File: src/alu_ops_defines.vh
// Constants for the rotate, subtract, skip and set datapath
`ifndef ALU_OPS_DEFINES_VH
`define ALU_OPS_DEFINES_VH
// Operation codes
`define OP_W 5
`define OP_NONE 5'h00
`define OP_ROTL_CY_MEM 5'h01
`define OP_ROTL_CY_ACU 5'h02
`define OP_ROTR_MEM 5'h03
`define OP_ROTR_ACU 5'h04
`define OP_ROTR_CY_MEM 5'h05
`define OP_ROTR_CY_ACU 5'h06
`define OP_SUB_CY_ACU 5'h07
`define OP_SUB_CY_MEM 5'h08
`define OP_SUB_ACU 5'h09
`define OP_SUB_MEM 5'h0A
`define OP_SUB_IMM 5'h0B
`define OP_DECSKIP_MEM 5'h0C
`define OP_DECSKIP_ACU 5'h0D
`define OP_INCSKIP_MEM 5'h0E
`define OP_INCSKIP_ACU 5'h0F
`define OP_SKIP_BIT 5'h10
`define OP_SET_BYTE 5'h11
`define OP_SET_BIT 5'h12
`define OP_SWAP_MEM 5'h13
`define OP_SWAP_ACU 5'h14
// Data values
`define BYTE_ZERO 8'h00
`define BYTE_ONE 8'h01
`define BYTE_ALL 8'hFF
`define MSB 7
`define LSB 0
`define HALF_BIT 4
`define BYTE_W 8
`endif

File: src/rotate_arith_skip_ops.v
// Datapath for rotates, subtracts, skip, set and nibble swap operations
`include "alu_ops_defines.vh"

// Notes on behaviour
// - Left rotate through carry to memory; carry gets bit 7, bit 0 gets carry.
// - Same left rotate through carry, result to accumulator, memory kept.
// - Right rotate to memory, bit 0 to bit 7, no flags.
// - Right rotate to accumulator, memory and flags unchanged.
// - Right rotate through carry to memory; carry gets bit 0.
// - Right rotate through carry to accumulator; carry gets bit 0.
// - Acc plus inverted memory plus carry into accumulator; flags updated.
// - Acc plus inverted memory plus carry into memory; flags updated.
// - Acc plus inverted memory plus one, to accumulator or memory.
// - Acc plus inverted immediate plus one into accumulator; flags updated.
// - Memory minus one back to memory; skip when zero; no flags.
// - Memory minus one to accumulator; skip when zero.
// - Memory plus one back to memory; skip when zero.
// - Memory plus one to accumulator; skip when zero.
// - Taken skip flushes fetched instruction and adds one dummy cycle.
// - Skip when selected memory bit is one; nothing else changes.
// - Set byte writes all ones to memory, no flags.
// - Set bit forces only the selected bit to one.
// - Nibble swap written back to memory, no flags.
// - Nibble swap into accumulator, memory unchanged.
module rotate_arith_skip_ops (
    // Clock and reset
    input wire clk_sys,
    input wire sys_rst,
    // Instruction from the sequencer
    input wire op_valid,
    input wire [4:0] op_code,
    input wire [2:0] bit_sel,
    input wire [7:0] imm_data,
    // Operands
    input wire [7:0] mem_rdata,
    input wire [7:0] acc_in,
    input wire carry_in,
    // Results
    output reg mem_we_q,
    output reg [7:0] mem_wdata_q,
    output reg acc_we_q,
    output reg [7:0] acc_out_q,
    output reg carry_we_q,
    output reg carry_out_q,
    output reg arith_flags_we_q,
    output reg signed_wrap_flag_q,
    output reg zero_flag_q,
    output reg half_cy_flag_q,
    // Skip control
    output reg skip_q,
    output reg flush_q,
    output reg dummy_q,
    output reg busy_q
);

    // ------------------------------------------------
    // Adder operand select
    // ------------------------------------------------
    reg [7:0] add_b;
    reg add_cin;
    wire [7:0] add_sum;
    wire add_cout;
    wire add_half;
    wire add_ovf;
    always @* begin
        add_b = ~mem_rdata;
        add_cin = 1'b1;
        case (op_code)
            `OP_SUB_CY_ACU, `OP_SUB_CY_MEM: begin
                add_cin = carry_in;
            end
            `OP_SUB_ACU, `OP_SUB_MEM: begin
                add_cin = 1'b1;
            end
            `OP_SUB_IMM: begin
                add_b = ~imm_data;
            end
            default: begin
                add_cin = 1'b1;
            end
        endcase
    end
    sub_adder u_adder (
        .a(acc_in),
        .b(add_b),
        .cin(add_cin),
        .sum(add_sum),
        .cout(add_cout),
        .half(add_half),
        .ovf(add_ovf)
    );

    // ------------------------------------------------
    // Result select
    // ------------------------------------------------
    wire [7:0] rotl_cy_val;
    wire [7:0] rotr_val;
    wire [7:0] rotr_cy_val;
    wire [7:0] dec_val;
    wire [7:0] inc_val;
    wire [7:0] swap_val;
    wire [7:0] bit_mask;
    reg [7:0] res_d;
    reg mem_we_d;
    reg acc_we_d;
    reg carry_we_d;
    reg carry_d;
    reg arith_d;
    reg take_d;
    assign dec_val = mem_rdata - `BYTE_ONE;
    assign inc_val = mem_rdata + `BYTE_ONE;
    assign rotl_cy_val = {mem_rdata[`MSB-1:`LSB], carry_in};
    assign rotr_val = {mem_rdata[`LSB], mem_rdata[`MSB:`LSB+1]};
    assign rotr_cy_val = {carry_in, mem_rdata[`MSB:`LSB+1]};
    assign swap_val = {mem_rdata[`HALF_BIT-1:`LSB], mem_rdata[`MSB:`HALF_BIT]};
    genvar gi;
    generate
        for (gi = 0; gi < `BYTE_W; gi = gi + 1) begin : g_mask
            assign bit_mask[gi] = (bit_sel == gi);
        end
    endgenerate
    always @* begin
        res_d = mem_rdata;
        mem_we_d = 1'b0;
        acc_we_d = 1'b0;
        carry_we_d = 1'b0;
        carry_d = carry_in;
        arith_d = 1'b0;
        take_d = 1'b0;
        case (op_code)
            `OP_ROTL_CY_MEM: begin
                res_d = rotl_cy_val;
                mem_we_d = 1'b1;
                carry_we_d = 1'b1;
                carry_d = mem_rdata[`MSB];
            end
            `OP_ROTL_CY_ACU: begin
                res_d = rotl_cy_val;
                acc_we_d = 1'b1;
                carry_we_d = 1'b1;
                carry_d = mem_rdata[`MSB];
            end
            `OP_ROTR_MEM: begin
                res_d = rotr_val;
                mem_we_d = 1'b1;
            end
            `OP_ROTR_ACU: begin
                res_d = rotr_val;
                acc_we_d = 1'b1;
            end
            `OP_ROTR_CY_MEM: begin
                res_d = rotr_cy_val;
                mem_we_d = 1'b1;
                carry_we_d = 1'b1;
                carry_d = mem_rdata[`LSB];
            end
            `OP_ROTR_CY_ACU: begin
                res_d = rotr_cy_val;
                acc_we_d = 1'b1;
                carry_we_d = 1'b1;
                carry_d = mem_rdata[`LSB];
            end
            `OP_SUB_CY_ACU, `OP_SUB_ACU, `OP_SUB_IMM: begin
                res_d = add_sum;
                acc_we_d = 1'b1;
                carry_we_d = 1'b1;
                carry_d = add_cout;
                arith_d = 1'b1;
            end
            `OP_SUB_CY_MEM, `OP_SUB_MEM: begin
                res_d = add_sum;
                mem_we_d = 1'b1;
                carry_we_d = 1'b1;
                carry_d = add_cout;
                arith_d = 1'b1;
            end
            `OP_DECSKIP_MEM: begin
                res_d = dec_val;
                mem_we_d = 1'b1;
                take_d = (dec_val == `BYTE_ZERO);
            end
            `OP_DECSKIP_ACU: begin
                res_d = dec_val;
                acc_we_d = 1'b1;
                take_d = (dec_val == `BYTE_ZERO);
            end
            `OP_INCSKIP_MEM: begin
                res_d = inc_val;
                mem_we_d = 1'b1;
                take_d = (inc_val == `BYTE_ZERO);
            end
            `OP_INCSKIP_ACU: begin
                res_d = inc_val;
                acc_we_d = 1'b1;
                take_d = (inc_val == `BYTE_ZERO);
            end
            `OP_SKIP_BIT: begin
                take_d = |(mem_rdata & bit_mask);
            end
            `OP_SET_BYTE: begin
                res_d = `BYTE_ALL;
                mem_we_d = 1'b1;
            end
            `OP_SET_BIT: begin
                res_d = mem_rdata | bit_mask;
                mem_we_d = 1'b1;
            end
            `OP_SWAP_MEM: begin
                res_d = swap_val;
                mem_we_d = 1'b1;
            end
            `OP_SWAP_ACU: begin
                res_d = swap_val;
                acc_we_d = 1'b1;
            end
            default: begin
                res_d = mem_rdata;
            end
        endcase
    end

    // ------------------------------------------------
    // Skip sequencing
    // ------------------------------------------------
    wire start;
    wire flush_w;
    wire dummy_w;
    assign start = op_valid && !dummy_w;
    skip_timer u_skip (
        .clk_sys(clk_sys),
        .sys_rst(sys_rst),
        .start(start),
        .take(take_d),
        .flush_q(flush_w),
        .dummy_q(dummy_w)
    );

    // ------------------------------------------------
    // Write enables
    // ------------------------------------------------
    always @(posedge clk_sys) begin
        if (sys_rst) begin
            mem_we_q <= 1'b0;
            acc_we_q <= 1'b0;
            carry_we_q <= 1'b0;
            arith_flags_we_q <= 1'b0;
        end else begin
            mem_we_q <= start && mem_we_d;
            acc_we_q <= start && acc_we_d;
            carry_we_q <= start && carry_we_d;
            arith_flags_we_q <= start && arith_d;
        end
    end

    // ------------------------------------------------
    // Result bytes and carry
    // ------------------------------------------------
    always @(posedge clk_sys) begin
        if (sys_rst) begin
            mem_wdata_q <= `BYTE_ZERO;
            acc_out_q <= `BYTE_ZERO;
            carry_out_q <= 1'b0;
        end else begin
            mem_wdata_q <= res_d;
            acc_out_q <= res_d;
            carry_out_q <= carry_d;
        end
    end

    // ------------------------------------------------
    // Arithmetic flags
    // ------------------------------------------------
    wire zero_d;
    assign zero_d = (add_sum == `BYTE_ZERO);
    always @(posedge clk_sys) begin
        if (sys_rst) begin
            signed_wrap_flag_q <= 1'b0;
            zero_flag_q <= 1'b0;
            half_cy_flag_q <= 1'b0;
        end else begin
            signed_wrap_flag_q <= add_ovf;
            zero_flag_q <= zero_d;
            half_cy_flag_q <= add_half;
        end
    end

    // ------------------------------------------------
    // Skip control
    // ------------------------------------------------
    always @(posedge clk_sys) begin
        if (sys_rst) begin
            skip_q <= 1'b0;
            flush_q <= 1'b0;
            dummy_q <= 1'b0;
            busy_q <= 1'b0;
        end else begin
            skip_q <= start && take_d;
            flush_q <= flush_w;
            dummy_q <= dummy_w;
            busy_q <= start && take_d;
        end
    end
endmodule // rotate_arith_skip_ops

File: src/sub_adder.v
// Eight-bit adder with carry in, half carry and signed overflow
module sub_adder (
    // Operands
    input wire [7:0] a,
    input wire [7:0] b,
    input wire cin,
    // Results
    output wire [7:0] sum,
    output wire cout,
    output wire half,
    output wire ovf
);
    wire [4:0] lo;
    wire [8:0] full;
    assign lo = {1'b0, a[3:0]} + {1'b0, b[3:0]} + {4'h0, cin};
    assign full = {1'b0, a} + {1'b0, b} + {8'h00, cin};
    assign sum = full[7:0];
    assign cout = full[8];
    assign half = lo[4];
    assign ovf = (a[7] == b[7]) && (full[7] != a[7]);
endmodule // sub_adder

File: src/skip_timer.v
// Skip sequencing: flushes the fetched instruction and holds one dummy cycle
`include "alu_ops_defines.vh"
module skip_timer (
    // Clock and reset
    input wire clk_sys,
    input wire sys_rst,
    // Control
    input wire start,
    input wire take,
    // Status
    output reg flush_q,
    output reg dummy_q
);
    localparam ST_IDLE = 2'b01;
    localparam ST_DUMMY = 2'b10;
    reg [1:0] state_q;
    reg [1:0] state_d;
    always @* begin
        state_d = state_q;
        case (state_q)
            ST_IDLE: begin
                if (start && take) state_d = ST_DUMMY;
            end
            ST_DUMMY: begin
                state_d = ST_IDLE;
            end
            default: begin
                state_d = ST_IDLE;
            end
        endcase
    end
    always @(posedge clk_sys) begin
        if (sys_rst) begin
            state_q <= ST_IDLE;
            flush_q <= 1'b0;
            dummy_q <= 1'b0;
        end else begin
            state_q <= state_d;
            flush_q <= (state_q == ST_IDLE) && start && take;
            dummy_q <= (state_d == ST_DUMMY);
        end
    end
endmodule // skip_timer

File: config.mk
export PLATFORM = sky130hd
export DESIGN_NAME = rotate_arith_skip_ops
export DESIGN_NICKNAME = d
export VERILOG_FILES = /design/src/rotate_arith_skip_ops.v /design/src/sub_adder.v /design/src/skip_timer.v
export VERILOG_INCLUDE_DIRS = /design/src /design/src/src
export SDC_FILE = /design/constraint.sdc
export NUM_CORES = 1
export LEC_CHECK = 0
export BUFFER_PORTS_ARGS = -buffer_cell sky130_fd_sc_hd__buf_2
export CELL_PAD_IN_SITES_DETAIL_PLACEMENT = 1
export CELL_PAD_IN_SITES_GLOBAL_PLACEMENT = 1
export CORE_UTILIZATION = 35
export CTS_CLUSTER_DIAMETER = 60
export CTS_CLUSTER_SIZE = 16
export DETAILED_ROUTE_END_ITERATION = 7
export GPL_TIMING_DRIVEN = 0
export PLACE_DENSITY_LB_ADDON = 0.1
export RECOVER_POWER = 50
export SLEW_MARGIN = 20
export SYNTH_ARGS = -nofsm -noshare
export SYNTH_HDL_FRONTEND = slang
export SYNTH_SLANG_ARGS = --single-unit
File: constraint.sdc
create_clock -name clk_sys -period 3.58 [get_ports clk_sys]
set_clock_uncertainty 0.15 [all_clocks]
set_input_delay 0.358 -clock clk_sys [delete_from_list [all_inputs] [get_ports clk_sys]]
set_output_delay 0.358 -clock clk_sys [all_outputs]
set_load 0.03 [all_outputs]
==> summary.txt <==
Synth
  – Synth cell types: 64
  – Netlist Area Pre-Place: 2465 um^2
  – Synthesis-stage register bit count: 23
  – Post-Syn Nets: 384
  – Synthesized instance count: between 300 and 400
  – Commonest register cell after synthesis: dfxtp_1
  – Share of synthesized area occupied by flip-flops and latches: 18.68%
  – Fraction of synthesis flops using an asynchronous set or reset pin: 0%
  – Number of enable-type register cells in the synthesized netlist: 0
  – Mean Syn Cell Area: 7.358 um^2
  – Yosys synthesis warning count: 0

Floorplanning
  – Height of the chip: 85.92 um
  – Core Box Area: 6794 um^2
  – Initial cell density of the core: a little over a third
  – Overall die area: between 7000 and 8000 um^2
  – Number of ports placed on the die boundary: 64
  – Horizontal die dimension: between 80 and 90 um
  – Standard-cell row count: 30

Routing
  – Antenna-violating nets left: 0
  – Detailed-routing iteration count for the pre-antenna-repair pass: 5
  – Remaining DRCs: 0
  – Violation count after the first detailed-route iteration: 137
  – Via total after detailed routing: 2,812
  – Mean number of vias per cell: 5.669
  – Overall routed net length: 8769 um
  – Detailed-route wire length per cell: 17.68 um

Final layout
  – Area Growth Syn to Fin: 19.59%
  – Cell area after layout: slightly below 3000 um^2
  – Antenna Cells: 0
  – Layout filler cell count: 895
  – Share of layout cells above drive strength 1: 21.75%
  – Nets: 450
  – Area of combinational cells with multiple inputs: 1792 um^2
  – Seq. cell area: 460.4 um^2

Status
  – Outcome: completed

Global routing
  – Total global-route track usage: 24.06%
  – Grt total ovfl: 0
  – Wire length of the first global-routing pass: between 10,000 and 15,000 um
  – Initial antenna violation count: 0
  – Pin count of the biggest net entering global routing: 20
  – Via count of the first global-routing pass: 2,750

STA
  – Final critical-path required period: 3407 ps
  – RSZ-0062 raised after global routing: false
  – Final setup fails: 0
  – Pin slew with the least headroom to its limit: 878.7 ps
  – Final TNS setup: 0 ps
  – Number of hold-slack violations in the final timing report: 0
  – Share of the cycle needed by the critical path after routing: 95.17%
  – Worst max-slew margin expressed relative to the limit: 39.90%
  – Slew Limit Fails: 0
  – Upper clock frequency limit: 293.5 MHz

Power
  – Maximum resistive drop on vdd: ~0.12 mV
  – PD cells: about 270 nW/um^2
  – Static Leakage: between 1 and 1.5 nW

Critical path
  – CP max FO: 19
  – Sort of element at the end of the critical path: flip-flop
  – Startpoint-to-endpoint class of the critical path: in2reg
  – R2r setup slk: 1670 ps
  – Data arrival time of the critical path: 3440 ps
  – Data required time at the worst endpoint: about 3600 ps
  – Worst Reg2Reg Path Length in Cells: 5
  – Crit Reg-Reg Startpoint: u_skip.dummy_q
  – Reg-to-reg critical path endpoint: u_skip.state_q[0]
  – Setup crit start kind: input pin

Clock tree
  – Hold bufs inserted after CTS: 0
  – Root Buffer Master: clkbuf_8
  – TritonCTS Buffers: 3
  – Sinks on Clock Net: 23
  – Clk_lat worst skew: 260 ps
  – Bufs on Longest Clock Path: 2
  – Clock-pin slew on the worst setup and hold paths: 80 ps
  – Max H-tree Level: 1
  – TritonCTS clock tree: done

Placed design
  – Number of buffers inserted by port buffering: between 60 and 70
  – DP Area: 2890 um^2
  – Post-detailed-placement half-perimeter wirelength: 6807 um
  – Weighted congestion at the end of routability-driven global placement: 0.8716

Hold path
  – Cell depth of the worst min-delay path: 2
  – WHS Endpoint: flush_q
  – HP Start: sys_rst
  – Path type of the worst min-delay path: in2reg

Run
  – Max-cap check violation count: 0
repair_timing:
item / in CTS / in global routing
resized for setup: 5 / 6
setup buffers: 0 / 2
setup endpoints to repair: 6 / 3
pin swaps: 1 / 2
area by class of cell:
| cell class | count | area share, % |
|---|---|---|
| clock buffers | 3 | 1.401 |
| inverters | 9 | 1.146 |
| clock inverters | 1 | 0.1698 |
| multi-input cells | 267 | 60.78 |
| flip-flops and latches | 23 | 15.62 |
| well taps | 96 | 4.075 |
| plain buffers | 34 | 6.919 |
| repair buffers | 63 | 9.890 |
cells in the mapped netlist (all sizes together) (4+ instances only):
cell type | count | area share [%]
a2111oi | 4 | 1.7
a211oi | 5 | 1.7
a21oi | 29 | 6.0
a22oi | 5 | 1.7
a31oi | 7 | 1.8
buf | 30 | 7.3
clkbuf | 6 | 0.91
dfxtp | 23 | 19
ha | 11 | 5.6
inv | 9 | 1.4
mux2i | 5 | 2.0
nand2 | 24 | 3.7
nand2b | 11 | 2.8
nand3 | 8 | 1.6
nand3b | 5 | 1.5
nor2 | 43 | 6.5
nor2b | 7 | 1.8
nor3 | 9 | 1.8
nor3b | 5 | 1.5
nor4 | 4 | 1.0
o21ai | 21 | 4.3
xnor2 | 6 | 2.1
xor2 | 7 | 2.5
registers in the layout, indices dropped and copies added (netlist names):
| register | count |
|---|---|
| mem_we_q | 1 |
| flush_q | 1 |
| dummy_q | 1 |
| acc_we_q | 1 |
| busy_q | 1 |
| half_cy_flag_q | 1 |
| carry_we_q | 1 |
| u_skip.dummy_q | 1 |
| zero_flag_q | 1 |
| u_skip.flush_q | 1 |
| signed_wrap_flag_q | 1 |
| carry_out_q | 1 |
| arith_flags_we_q | 1 |
| u_skip.state_q | 2 |
| acc_out_q | 8 |
per-stage QoR:
step	hold WS [ps]	util [%]	power (mW)	instances	setup WS [ps]
global placement	274.3	42.54	0.6433	492	-779.0
CTS	214.6	43.37	0.8054	494	8.631
floorplan	263.8	-	0.5341	335	37.19
global route	212.4	43.39	0.8559	496	26.95
detailed placement	285.6	42.54	0.6472	492	-901.1
finish	222.0	43.39	0.8011	496	173.1
layout by cell type (no fill, tap or decap), types with 4 or more instances in the layout:
master,Yosys,routed
xnor2_1,6,6
nor2_1,43,43
nor2b_1,7,7
nor3b_1,5,5
inv_1,9,9
buf_2,17,50
buf_4,10,14
clkbuf_1,6,28
nand2_1,24,24
o21ai_0,10,10
nand3_1,8,8
mux2i_1,5,5
ha_1,11,11
dfxtp_1,23,23
xor2_1,7,7
o21ai_1,11,11
nand3b_1,5,5
a21oi_1,28,28
a22oi_1,4,4
a31oi_1,7,7
nor3_1,9,8
nand2b_1,11,11
power by group:
group          leakage (nW)  switching (mW)  internal (mW)
sequential            0.188         0.00587          0.270
combinational         0.952           0.238          0.131
clock                0.0255          0.0785         0.0776
total                  1.17           0.323          0.478
kinds of logic after synthesis:
| family | count (synthesis) | share of synthesized area [%] |
|---|---|---|
| compound gates | 105 | 30.46 |
| xor+xnor | 13 | 4.619 |
| fa+ha+maj | 13 | 7.208 |
| buf+inv | 45 | 9.543 |
| flops | 23 | 18.68 |
| mux | 5 | 2.031 |
| simple gates | 131 | 27.46 |
worst max-delay path by stage:
stage	from	to	slack, ps	depth (start not counted)
after floorplan	op_code[1]	acc_out_q[6]	40	14
after global placement	op_code[0]	zero_flag_q	-780	15
after detailed placement	op_code[0]	zero_flag_q	-900	15
after CTS	op_code[1]	zero_flag_q	9	14
after global routing	op_code[0]	zero_flag_q	30	14
final	op_code[0]	acc_out_q[6]	170	14
worst max-delay path, stage by stage:
cell	delay, ps
buf_2	110
buf_4	230
nand2_1	120
nor3_4	280
buf_4	220
a21oi_1	110
fa_1	440
fa_1	450
a211oi_2	260
o21bai_1	100
a21oi_1	180
xor2_1	130
or2_1	230
a211oi_2	210
layer usage:
| metal | GRT usage, % | vias to the layer above | routed length (um) |
|---|---|---|---|
| met1 | 32.65 | 1353 | 3979 |
| met2 | 39.47 | 96 | 4148 |
| met4 | 6.667 | 0 | 170 |
| li1 | - | 1349 | - |
| met5 | 0 | - | 0 |
| met3 | 3.657 | 14 | 471 |
(Power assumes the default switching activity.)
